<file path="src/cwrb_defines.vh">
`ifndef CWRB_DEFINES_VH
`define CWRB_DEFINES_VH
`define CWRB_CTRL_WBEN_BIT  3
`define CWRB_CTRL_CEN_BIT   2
`define CWRB_CTRL_RESET     32'h0000_0000
`define CWRB_WB_DEPTH       8
`define CWRB_RB_ENTRIES     4
`define CWRB_RB_WORDS       8
`define CWRB_SIZE_WORD      2'h1
`define CWRB_SIZE_HALF      2'h2
`define CWRB_SIZE_LINE      2'h3
`endif

</file>
<file path="src/cwrb_top.v">
`timescale 1ns/1ps
`default_nettype none
`include "cwrb_defines.vh"
module cwrb_top #(
   parameter DEPTH = `CWRB_WB_DEPTH
) (
   input  wire         clk_i,          // Core clock
   input  wire         rst_b_i,        // Async reset, active low
   input  wire         ctrl_we_i,      // System control write strobe
   input  wire [31:0]  ctrl_wdata_i,   // System control write data
   output reg  [31:0]  ctrl_rdata_o,   // System control readback
   input  wire         st_valid_i,     // Store request
   input  wire [31:0]  st_addr_i,      // Store address
   input  wire [127:0] st_data_i,      // Store data, up to 16 bytes
   input  wire [15:0]  st_be_i,        // Store byte enables
   input  wire         st_multi_i,     // Next word of a store-multiple
   input  wire         st_cache_hit_i, // Store hit a data cache
   input  wire         st_prot_ok_i,   // Protection allows the store
   input  wire         st_bufable_i,   // Translation bufferable attribute
   input  wire         cb_valid_i,     // Dirty-line copyback request
   input  wire [31:0]  cb_addr_i,      // Copyback address
   input  wire [127:0] cb_data_i,      // Copyback data
   input  wire [15:0]  cb_be_i,        // Copyback byte enables
   input  wire         drain_i,        // Drain write buffer request
   output reg          cache_dirty_o,  // Mark the hit line dirty
   output reg          stall_o,        // Core stall
   output reg          wb_empty_o,     // Write buffer empty
   output reg          mem_wr_o,       // External write request
   output reg  [31:0]  mem_waddr_o,    // External write address
   output reg  [127:0] mem_wdata_o,    // External write data
   output reg  [15:0]  mem_wbe_o,      // External write byte enables
   input  wire         mem_wack_i,     // External write done
   input  wire         mem_abort_i,    // External abort, ignored for buffered and unbuffered writes
   input  wire         alloc_i,        // Read buffer allocate
   input  wire [1:0]   alloc_entry_i,  // Target entry
   input  wire [1:0]   alloc_size_i,   // One word, half or full line
   input  wire [31:0]  alloc_addr_i,   // Allocate virtual address
   input  wire         tl_hit_i,       // Translation lookaside hit
   input  wire         tl_viol_i,      // Access violation
   input  wire         inval_i,        // Invalidate read buffer
   input  wire         inval_all_i,    // Invalidate all entries
   input  wire [1:0]   inval_entry_i,  // Entry to invalidate
   output reg          fill_req_o,     // Read buffer fill word request
   output reg  [31:0]  fill_addr_o,    // Fill word address
   input  wire         fill_ack_i,     // Fill word returned
   input  wire [31:0]  fill_data_i,    // Fill word data
   input  wire         fill_abort_i,   // Fill saw a data abort
   input  wire         ld_valid_i,     // Load request
   input  wire [31:0]  ld_addr_i,      // Load virtual address
   output reg          ld_hit_o,       // Load served by read buffer
   output reg  [31:0]  ld_data_o,      // Read buffer load data
   output reg          ld_abort_o      // Load hit an aborted entry
);
   localparam S_IDLE = 3'b001;
   localparam S_SEND = 3'b010;
   localparam S_WAIT = 3'b100;
   localparam AW = (DEPTH > 1) ? $clog2(DEPTH) : 1;

   reg  [31:0]  ctrl;
   reg  [31:0]  q_addr [0:DEPTH-1];
   reg  [127:0] q_data [0:DEPTH-1];
   reg  [15:0]  q_be   [0:DEPTH-1];
   reg  [AW-1:0] wp;
   reg  [AW-1:0] rp;
   reg  [AW:0]  cnt;
   reg  [2:0]   state;
   reg          last_multi;
   reg  [AW-1:0] last_idx;
   reg          ub_pend;
   reg          ub_fly;
   reg  [31:0]  ub_addr;
   reg  [127:0] ub_data;
   reg  [15:0]  ub_be;

   reg  [26:0]  rb_tag  [0:`CWRB_RB_ENTRIES-1];
   reg  [31:0]  rb_word [0:`CWRB_RB_ENTRIES*`CWRB_RB_WORDS-1];
   reg  [7:0]   rb_val  [0:`CWRB_RB_ENTRIES-1];
   reg  [3:0]   rb_abt;
   reg  [3:0]   rb_busy;
   reg          f_act;
   reg  [1:0]   f_ent;
   reg  [2:0]   f_idx;
   reg  [2:0]   f_last;

   wire wben      = ctrl[`CWRB_CTRL_WBEN_BIT];
   wire st_in     = st_valid_i & ~(st_cache_hit_i & st_prot_ok_i);
   wire st_buf    = st_in & wben & st_bufable_i;
   wire st_unbuf  = st_in & ~st_buf;
   // Head entry may already be on the bus, so never merge into it
   wire merge_ok  = st_buf & st_multi_i & last_multi & (cnt > 1) &
                    (q_addr[last_idx][31:5] == st_addr_i[31:5]);
   wire full      = (cnt == DEPTH);
   wire cb_take   = cb_valid_i & ~full;
   wire st_take   = st_buf & ~cb_valid_i & (merge_ok | ~full);
   wire st_push   = st_take & ~merge_ok;
   wire ub_issue  = ub_pend & (cnt == 0) & (state == S_IDLE);
   wire q_issue   = (cnt != 0) & (state == S_IDLE);
   wire q_pop     = (state == S_WAIT) & mem_wack_i & ~ub_fly;
   wire ub_done   = ub_fly & (state == S_WAIT) & mem_wack_i;
   wire ub_cap    = st_unbuf & ~ub_pend;
   wire [AW:0] next_cnt = cnt + {{AW{1'b0}}, cb_take | st_push} - {{AW{1'b0}}, q_pop};

   function [AW-1:0] inc;
      input [AW-1:0] p;
      begin
         inc = (p == DEPTH-1) ? {AW{1'b0}} : p + 1'b1;
      end
   endfunction

   function [26:0] line_of;
      input [31:0] a;
      begin
         line_of = a[31:5];
      end
   endfunction

   // Mask of words an allocate covers within its line
   function [7:0] span;
      input [1:0]  sz;
      input [31:0] a;
      begin
         case (sz)
            `CWRB_SIZE_LINE: span = 8'hff;
            `CWRB_SIZE_HALF: span = a[4] ? 8'hf0 : 8'h0f;
            default:         span = 8'h01 << a[4:2];
         endcase
      end
   endfunction

   wire [7:0] a_span = span(alloc_size_i, alloc_addr_i);
   wire [2:0] a_first = (alloc_size_i == `CWRB_SIZE_LINE) ? 3'h0 :
                        (alloc_size_i == `CWRB_SIZE_HALF) ? {alloc_addr_i[4], 2'h0} :
                        alloc_addr_i[4:2];
   wire [2:0] a_last  = (alloc_size_i == `CWRB_SIZE_LINE) ? 3'h7 :
                        (alloc_size_i == `CWRB_SIZE_HALF) ? {alloc_addr_i[4], 2'h3} :
                        alloc_addr_i[4:2];
   wire a_stall = alloc_i & (~tl_hit_i | rb_busy[alloc_entry_i] | f_act);
   wire a_go    = alloc_i & tl_hit_i & ~tl_viol_i & ~a_stall;

   reg  [3:0] l_hitv;
   reg        l_busy;
   reg  [1:0] l_ent;
   integer    k;
   always @* begin
      l_hitv = 4'h0;
      l_busy = 1'b0;
      l_ent  = 2'h0;
      for (k = 0; k < `CWRB_RB_ENTRIES; k = k + 1) begin
         if (rb_tag[k] == line_of(ld_addr_i) && rb_val[k][ld_addr_i[4:2]]) begin
            l_hitv[k] = 1'b1;
            l_ent     = k[1:0];
         end
         if (rb_busy[k] && rb_tag[k] == line_of(ld_addr_i)) begin
            l_busy = 1'b1;
         end
      end
   end
   wire l_stall = ld_valid_i & l_busy;

   wire next_stall = (st_buf & ~st_take) | st_unbuf & ~ub_done |
                     (drain_i & ~(next_cnt == 0 & state != S_WAIT)) |
                     a_stall | l_stall;

   always @(posedge clk_i or negedge rst_b_i) begin
      if (!rst_b_i) begin
         ctrl          <= `CWRB_CTRL_RESET;
         ctrl_rdata_o  <= `CWRB_CTRL_RESET;
         wp            <= {AW{1'b0}};
         rp            <= {AW{1'b0}};
         cnt           <= {(AW+1){1'b0}};
         state         <= S_IDLE;
         last_multi    <= 1'b0;
         last_idx      <= {AW{1'b0}};
         ub_pend       <= 1'b0;
         ub_fly        <= 1'b0;
         ub_addr       <= 32'h0000_0000;
         ub_data       <= 128'h0;
         ub_be         <= 16'h0000;
         cache_dirty_o <= 1'b0;
         stall_o       <= 1'b0;
         wb_empty_o    <= 1'b1;
         mem_wr_o      <= 1'b0;
         mem_waddr_o   <= 32'h0000_0000;
         mem_wdata_o   <= 128'h0;
         mem_wbe_o     <= 16'h0000;
      end else begin
         if (ctrl_we_i) begin
            ctrl         <= ctrl_wdata_i;
            ctrl_rdata_o <= ctrl_wdata_i;
         end
         cache_dirty_o <= st_valid_i & st_cache_hit_i & st_prot_ok_i;
         stall_o       <= next_stall;
         cnt           <= next_cnt;
         wb_empty_o    <= (next_cnt == 0) & ~(ub_pend & ~ub_done) & ~ub_cap;
         if (cb_take) begin
            q_addr[wp] <= cb_addr_i;
            q_data[wp] <= cb_data_i;
            q_be[wp]   <= cb_be_i;
            wp         <= inc(wp);
            last_multi <= 1'b0;
         end else if (st_take) begin
            if (merge_ok) begin
               q_data[last_idx] <= (q_data[last_idx] & ~{{8{st_be_i[15]}}, {8{st_be_i[14]}},
                                   {8{st_be_i[13]}}, {8{st_be_i[12]}}, {8{st_be_i[11]}}, {8{st_be_i[10]}},
                                   {8{st_be_i[9]}}, {8{st_be_i[8]}}, {8{st_be_i[7]}}, {8{st_be_i[6]}},
                                   {8{st_be_i[5]}}, {8{st_be_i[4]}}, {8{st_be_i[3]}}, {8{st_be_i[2]}},
                                   {8{st_be_i[1]}}, {8{st_be_i[0]}}}) | st_data_i;
               q_be[last_idx]   <= q_be[last_idx] | st_be_i;
            end else begin
               q_addr[wp] <= st_addr_i;
               q_data[wp] <= st_data_i;
               q_be[wp]   <= st_be_i;
               last_idx   <= wp;
               wp         <= inc(wp);
            end
            last_multi <= st_multi_i;
         end else if (st_valid_i) begin
            last_multi <= 1'b0;
         end
         if (ub_cap) begin
            ub_pend <= 1'b1;
            ub_addr <= st_addr_i;
            ub_data <= st_data_i;
            ub_be   <= st_be_i;
         end
         case (state)
            S_IDLE: begin
               if (q_issue) begin
                  mem_wr_o    <= 1'b1;
                  mem_waddr_o <= q_addr[rp];
                  mem_wdata_o <= q_data[rp];
                  mem_wbe_o   <= q_be[rp];
                  state       <= S_SEND;
               end else if (ub_issue) begin
                  mem_wr_o    <= 1'b1;
                  mem_waddr_o <= ub_addr;
                  mem_wdata_o <= ub_data;
                  mem_wbe_o   <= ub_be;
                  ub_fly      <= 1'b1;
                  state       <= S_SEND;
               end
            end
            S_SEND: begin
               mem_wr_o <= 1'b0;
               state    <= S_WAIT;
            end
            S_WAIT: begin
               // Abort input is deliberately not looked at here
               if (mem_wack_i) begin
                  state <= S_IDLE;
                  if (ub_fly) begin
                     ub_pend <= 1'b0;
                     ub_fly  <= 1'b0;
                  end else begin
                     rp <= inc(rp);
                  end
               end
            end
            default: state <= S_IDLE;
         endcase
      end
   end

   integer j;
   always @(posedge clk_i or negedge rst_b_i) begin
      if (!rst_b_i) begin
         for (j = 0; j < `CWRB_RB_ENTRIES; j = j + 1) begin
            rb_tag[j] <= 27'h0;
            rb_val[j] <= 8'h00;
         end
         rb_abt      <= 4'h0;
         rb_busy     <= 4'h0;
         f_act       <= 1'b0;
         f_ent       <= 2'h0;
         f_idx       <= 3'h0;
         f_last      <= 3'h0;
         fill_req_o  <= 1'b0;
         fill_addr_o <= 32'h0000_0000;
         ld_hit_o    <= 1'b0;
         ld_data_o   <= 32'h0000_0000;
         ld_abort_o  <= 1'b0;
      end else begin
         if (inval_i) begin
            for (j = 0; j < `CWRB_RB_ENTRIES; j = j + 1) begin
               if (inval_all_i || inval_entry_i == j) begin
                  rb_val[j] <= 8'h00;
                  rb_abt[j] <= 1'b0;
               end
            end
         end
         if (a_go) begin
            for (j = 0; j < `CWRB_RB_ENTRIES; j = j + 1) begin
               if (j != alloc_entry_i && rb_tag[j] == line_of(alloc_addr_i) &&
                   (rb_val[j] & a_span) != 8'h00) begin
                  rb_val[j] <= 8'h00;
               end
            end
            rb_val[alloc_entry_i]  <= 8'h00;
            rb_abt[alloc_entry_i]  <= 1'b0;
            rb_tag[alloc_entry_i]  <= line_of(alloc_addr_i);
            rb_busy[alloc_entry_i] <= 1'b1;
            f_act       <= 1'b1;
            f_ent       <= alloc_entry_i;
            f_idx       <= a_first;
            f_last      <= a_last;
            fill_req_o  <= 1'b1;
            fill_addr_o <= {alloc_addr_i[31:5], a_first, 2'h0};
         end else if (f_act & fill_ack_i) begin
            rb_word[{f_ent, f_idx}] <= fill_data_i;
            rb_val[f_ent][f_idx]    <= 1'b1;
            if (fill_abort_i) begin
               rb_abt[f_ent] <= 1'b1;
            end
            if (f_idx == f_last) begin
               f_act          <= 1'b0;
               rb_busy[f_ent] <= 1'b0;
               fill_req_o     <= 1'b0;
            end else begin
               f_idx       <= f_idx + 3'h1;
               fill_addr_o <= {fill_addr_o[31:5], f_idx + 3'h1, 2'h0};
            end
         end
         // Buffer copy wins over any cache copy; misses fall through
         ld_hit_o   <= ld_valid_i & ~l_stall & (l_hitv != 4'h0);
         ld_data_o  <= rb_word[{l_ent, ld_addr_i[4:2]}];
         ld_abort_o <= ld_valid_i & ~l_stall & (l_hitv != 4'h0) & rb_abt[l_ent];
      end
   end
endmodule
`default_nettype wire

</file>
<file path="config.mk">
export PLATFORM = sky130hd
export DESIGN_NAME = cwrb_top
export DESIGN_NICKNAME = d
export VERILOG_FILES = /design/src/cwrb_top.v
export VERILOG_INCLUDE_DIRS = /design/src /design/src/src
export SDC_FILE = /design/constraint.sdc
export NUM_CORES = 2
export LEC_CHECK = 0
export BUFFER_PORTS_ARGS = -buffer_cell sky130_fd_sc_hd__buf_2
export CAP_MARGIN = 10
export CORE_MARGIN = 3
export CORE_UTILIZATION = 50
export CTS_BUF_LIST = sky130_fd_sc_hd__clkbuf_16
export DETAILED_ROUTE_END_ITERATION = 16
export PLACE_DENSITY = 0.7
export SLEW_MARGIN = 5
export SYNTH_ARGS = -nofsm -noshare
export SYNTH_HDL_FRONTEND = slang
export SYNTH_SLANG_ARGS = --single-unit
</file>
<file path="constraint.sdc">
create_clock -name clk_i -period 11.5 [get_ports clk_i]
set_input_delay 0.575 -clock clk_i [delete_from_list [all_inputs] [get_ports clk_i]]
set_output_delay 0.575 -clock clk_i [all_outputs]
set_load 0.02 [all_outputs]
</file>
==> metrics <==
status=complete, no violations; most frequent cell on the critical path=buf_4; Leakage Power=roughly 54 nW; share of cells above drive strength 1=between 30 and 40%; CTS resizes=0; largest net degree at the start of global routing=~150; drt first pass iters=5; Die ar.=275000 um2; Critical Path, Cell by Cell=buf_4 > mux4_2 > mux2i_1 > xnor2_1 > or3b_1 > or4_4 > nor4_4 > buf_4 > nand3_1 > a21oi_4 > buf_12 > buf_4; Crit Path Max Fanout=95; DR WL met2=181 mm; worst hold endpoint=ub_data[78]; EDFF count, synth=2432; CTS tree=yes; Final Hold Fails=0; core area=266000 um2; Critical Path RT=11.98 ns; CTS hold repair buffers=approximately 230; DR iter-0 viols=about 8300; worst hold slack=0.0734 ns; highest routing layer actually used=met5; setup_tns=0 ns; Final min period=just under 7 ns; data arrival time of the critical path=7.40 ns; Synth area leader=edfxtp_1; FFs w/ async S/R, synth=20.4%; top post-synthesis cells by area=edfxtp_1, mux4_2, dfrtp_1, mux2_2, a211oi_1; initial core utilization=50.4%; Slowest-stage cell, CP=buf_4; filler cell count=slightly below 20000; period utilization=about 60%; FF+latch count, synth=approximately 3100; die width=524 um; GP Congestion=0.857; # IOs=785; area fraction of the dominant cell type after synthesis=54.4%; Final Util=58.2%; Max VDD drop=229 uV; Setup Skew=0.105 ns; GRT Total Usage=26.4%; Ys Warns=0; later-pin clock latency in the skew report=0.95 ns; fmax=~140 MHz; r2r endpoint=q_data[1][80]; synthesized area=between 100000 and 150000 um2; vias=80000; top post-synthesis cells by count=edfxtp_1, mux4_2, nand2_1; Max-Cap Viols=0; Worst-path clk slew=0.06 ns; CTS buffer count=329; dominant cell by count in the synthesized netlist=edfxtp_1; vias in the first global route=82700; Synth Flop Type=edfxtp_1; Worst Hold Launch=st_data_i[78]; CTS Buffer Depth=4; H-tree levels=5; Slew @ Worst Pin=1.21 ns; initial antenna violation count=44; Post-CTS Setup Inserts=0; slew margin rel.=a little under a fifth; syn avg cell area=17.0 um2; flop2flop setup slack=4.58 ns; origin of the critical flop-to-flop path=last_idx[1]; # rows=189; post-DP HPWL=209 mm; Max Slew Vio Count=0; ANT nets after route=0; sequential fraction of the synthesis area=66.1%; power density cells=229 nW/um2; startpoint type of the worst setup path=register; met3 routed WL=~32 mm; cell count after synthesis=7899; setup violators final=0; WS Path Type=reg2reg; P&R area growth vs syn=15.3%; Tot Pwr=between 30 and 40 mW; min-delay worst type=in2reg; RSZ-0062 raised after global routing=false; Sink Count=3057; routed vias/inst=around 6.3; post-synth cell types=between 60 and 70; Routed WL per cell=29.0 um; Hold Crit Depth=2; fin nets=9330; CP peak stage delay=0.94 ns; number of port buffers=slightly below 800; DRT met1 WL=138 mm; Die Y=around 520 um; R2R cell count=12; first-pass GRT wire length=approximately 540 mm; Root Buffer=clkbuf_16; final wirelength=around 370 mm; Post-route DRC=0; GR Overflow Total=0; critical path endpoint category=register
==> layout make-up <==
class / count / area [um2] / share of cell area, %
Antenna cell: 29 / 72.6 / 0.0469
Clock buffer: 339 / 8480 / 5.48
Clock inverter: 247 / 1830 / 1.18
Inverter: 24 / 97.6 / 0.0631
Multi-Input combinational cell: 4244 / 43500 / 28.1
Sequential cell: 3057 / 88700 / 57.3
Tap cell: 3533 / 4420 / 2.86
Timing Repair Buffer: 1153 / 7610 / 4.92
==> worst max-delay path, delay by kind of cell (launching register included) <==
family          cells  cell delay [ns]
flops               1             0.76
compound gates      1             0.23
simple gates        4             1.54
xor+xnor            1             0.09
buf+inv             4             2.58
mux                 2             0.80
==> metrics by stage <==
step,instances,instance area [um2],setup slack (ns)
final,12600,155000,4.58
after global routing,12600,155000,4.41
after detailed placement,11800,142000,4.77
after floorplan,7900,134000,0.783
after global placement,11800,142000,4.86
after CTS,12600,155000,4.64
==> power breakdown <==
part / leakage (nW) / internal [mW] / switching (mW)
Combinational: 19.3 / 4.59 / 6.14
Clock: 5.31 / 5.91 / 4.25
Sequential: 29.5 / 13.6 / 1.04
Total: 54.2 / 24.1 / 11.4
==> registers in the layout, indices dropped and copies added (netlist names), 4 cells and up <==
signal       count
cnt              4
ctrl            32
fill_addr_o     28
ld_data_o       32
mem_waddr_o     32
mem_wbe_o       16
mem_wdata_o    128
q_addr         256
q_be           128
q_data        1024
rb_abt           4
rb_busy          4
rb_tag         108
rb_val          32
rb_word       1024
ub_addr         32
ub_be           16
ub_data        128
==> how the worst max path moves through the flow <==
stage                      from       endpoint  cells after the start
finish              last_idx[1]  q_data[1][80]                     12
global route        last_idx[1]  q_data[1][72]                     12
CTS                 last_idx[1]  q_data[3][79]                     12
detailed placement  last_idx[1]  q_data[1][65]                     12
global placement    last_idx[1]  q_data[3][81]                     12
floorplan           last_idx[1]     q_be[3][0]                     12
==> cells in the final DEF, fill, tap and decap left out, drive strengths merged, types with 39 or more instances in the layout <==
| cell | n |
|---|---|
| a211oi | 337 |
| a21oi | 76 |
| a22oi | 66 |
| a31oi | 180 |
| buf | 924 |
| clkbuf | 339 |
| clkinv | 132 |
| dfrtp | 623 |
| dlygate4sd3 | 229 |
| edfxtp | 2432 |
| inv | 99 |
| mux2 | 366 |
| mux2i | 248 |
| mux4 | 955 |
| nand2 | 624 |
| nor2 | 343 |
| nor2b | 206 |
| nor3 | 304 |
| nor4 | 39 |
| o21ai | 71 |
| xnor2 | 109 |
| xor2 | 123 |
==> kinds of logic after synthesis <==
kind of cell / share of synthesized area, %
AND/OR/NAND/NOR: 5.67
buffers and inverters: 1.75
flip-flops: 66.1
XOR/XNOR: 1.51
multiplexers: 21.0
AO/OA/AOI/OAI: 3.87
other: 0.00279
adder cells (fa/ha/maj): 0.145
==> per-layer routing <==
metal | global-route usage [%] | vias up
met4 | 10.7 | 32
met2 | 43.4 | 3941
li1 | - | 33400
met3 | 5.26 | 838
met5 | 0 | -
met1 | 34.8 | 41800
No activity file was read; power rests on OpenSTA's default activity.
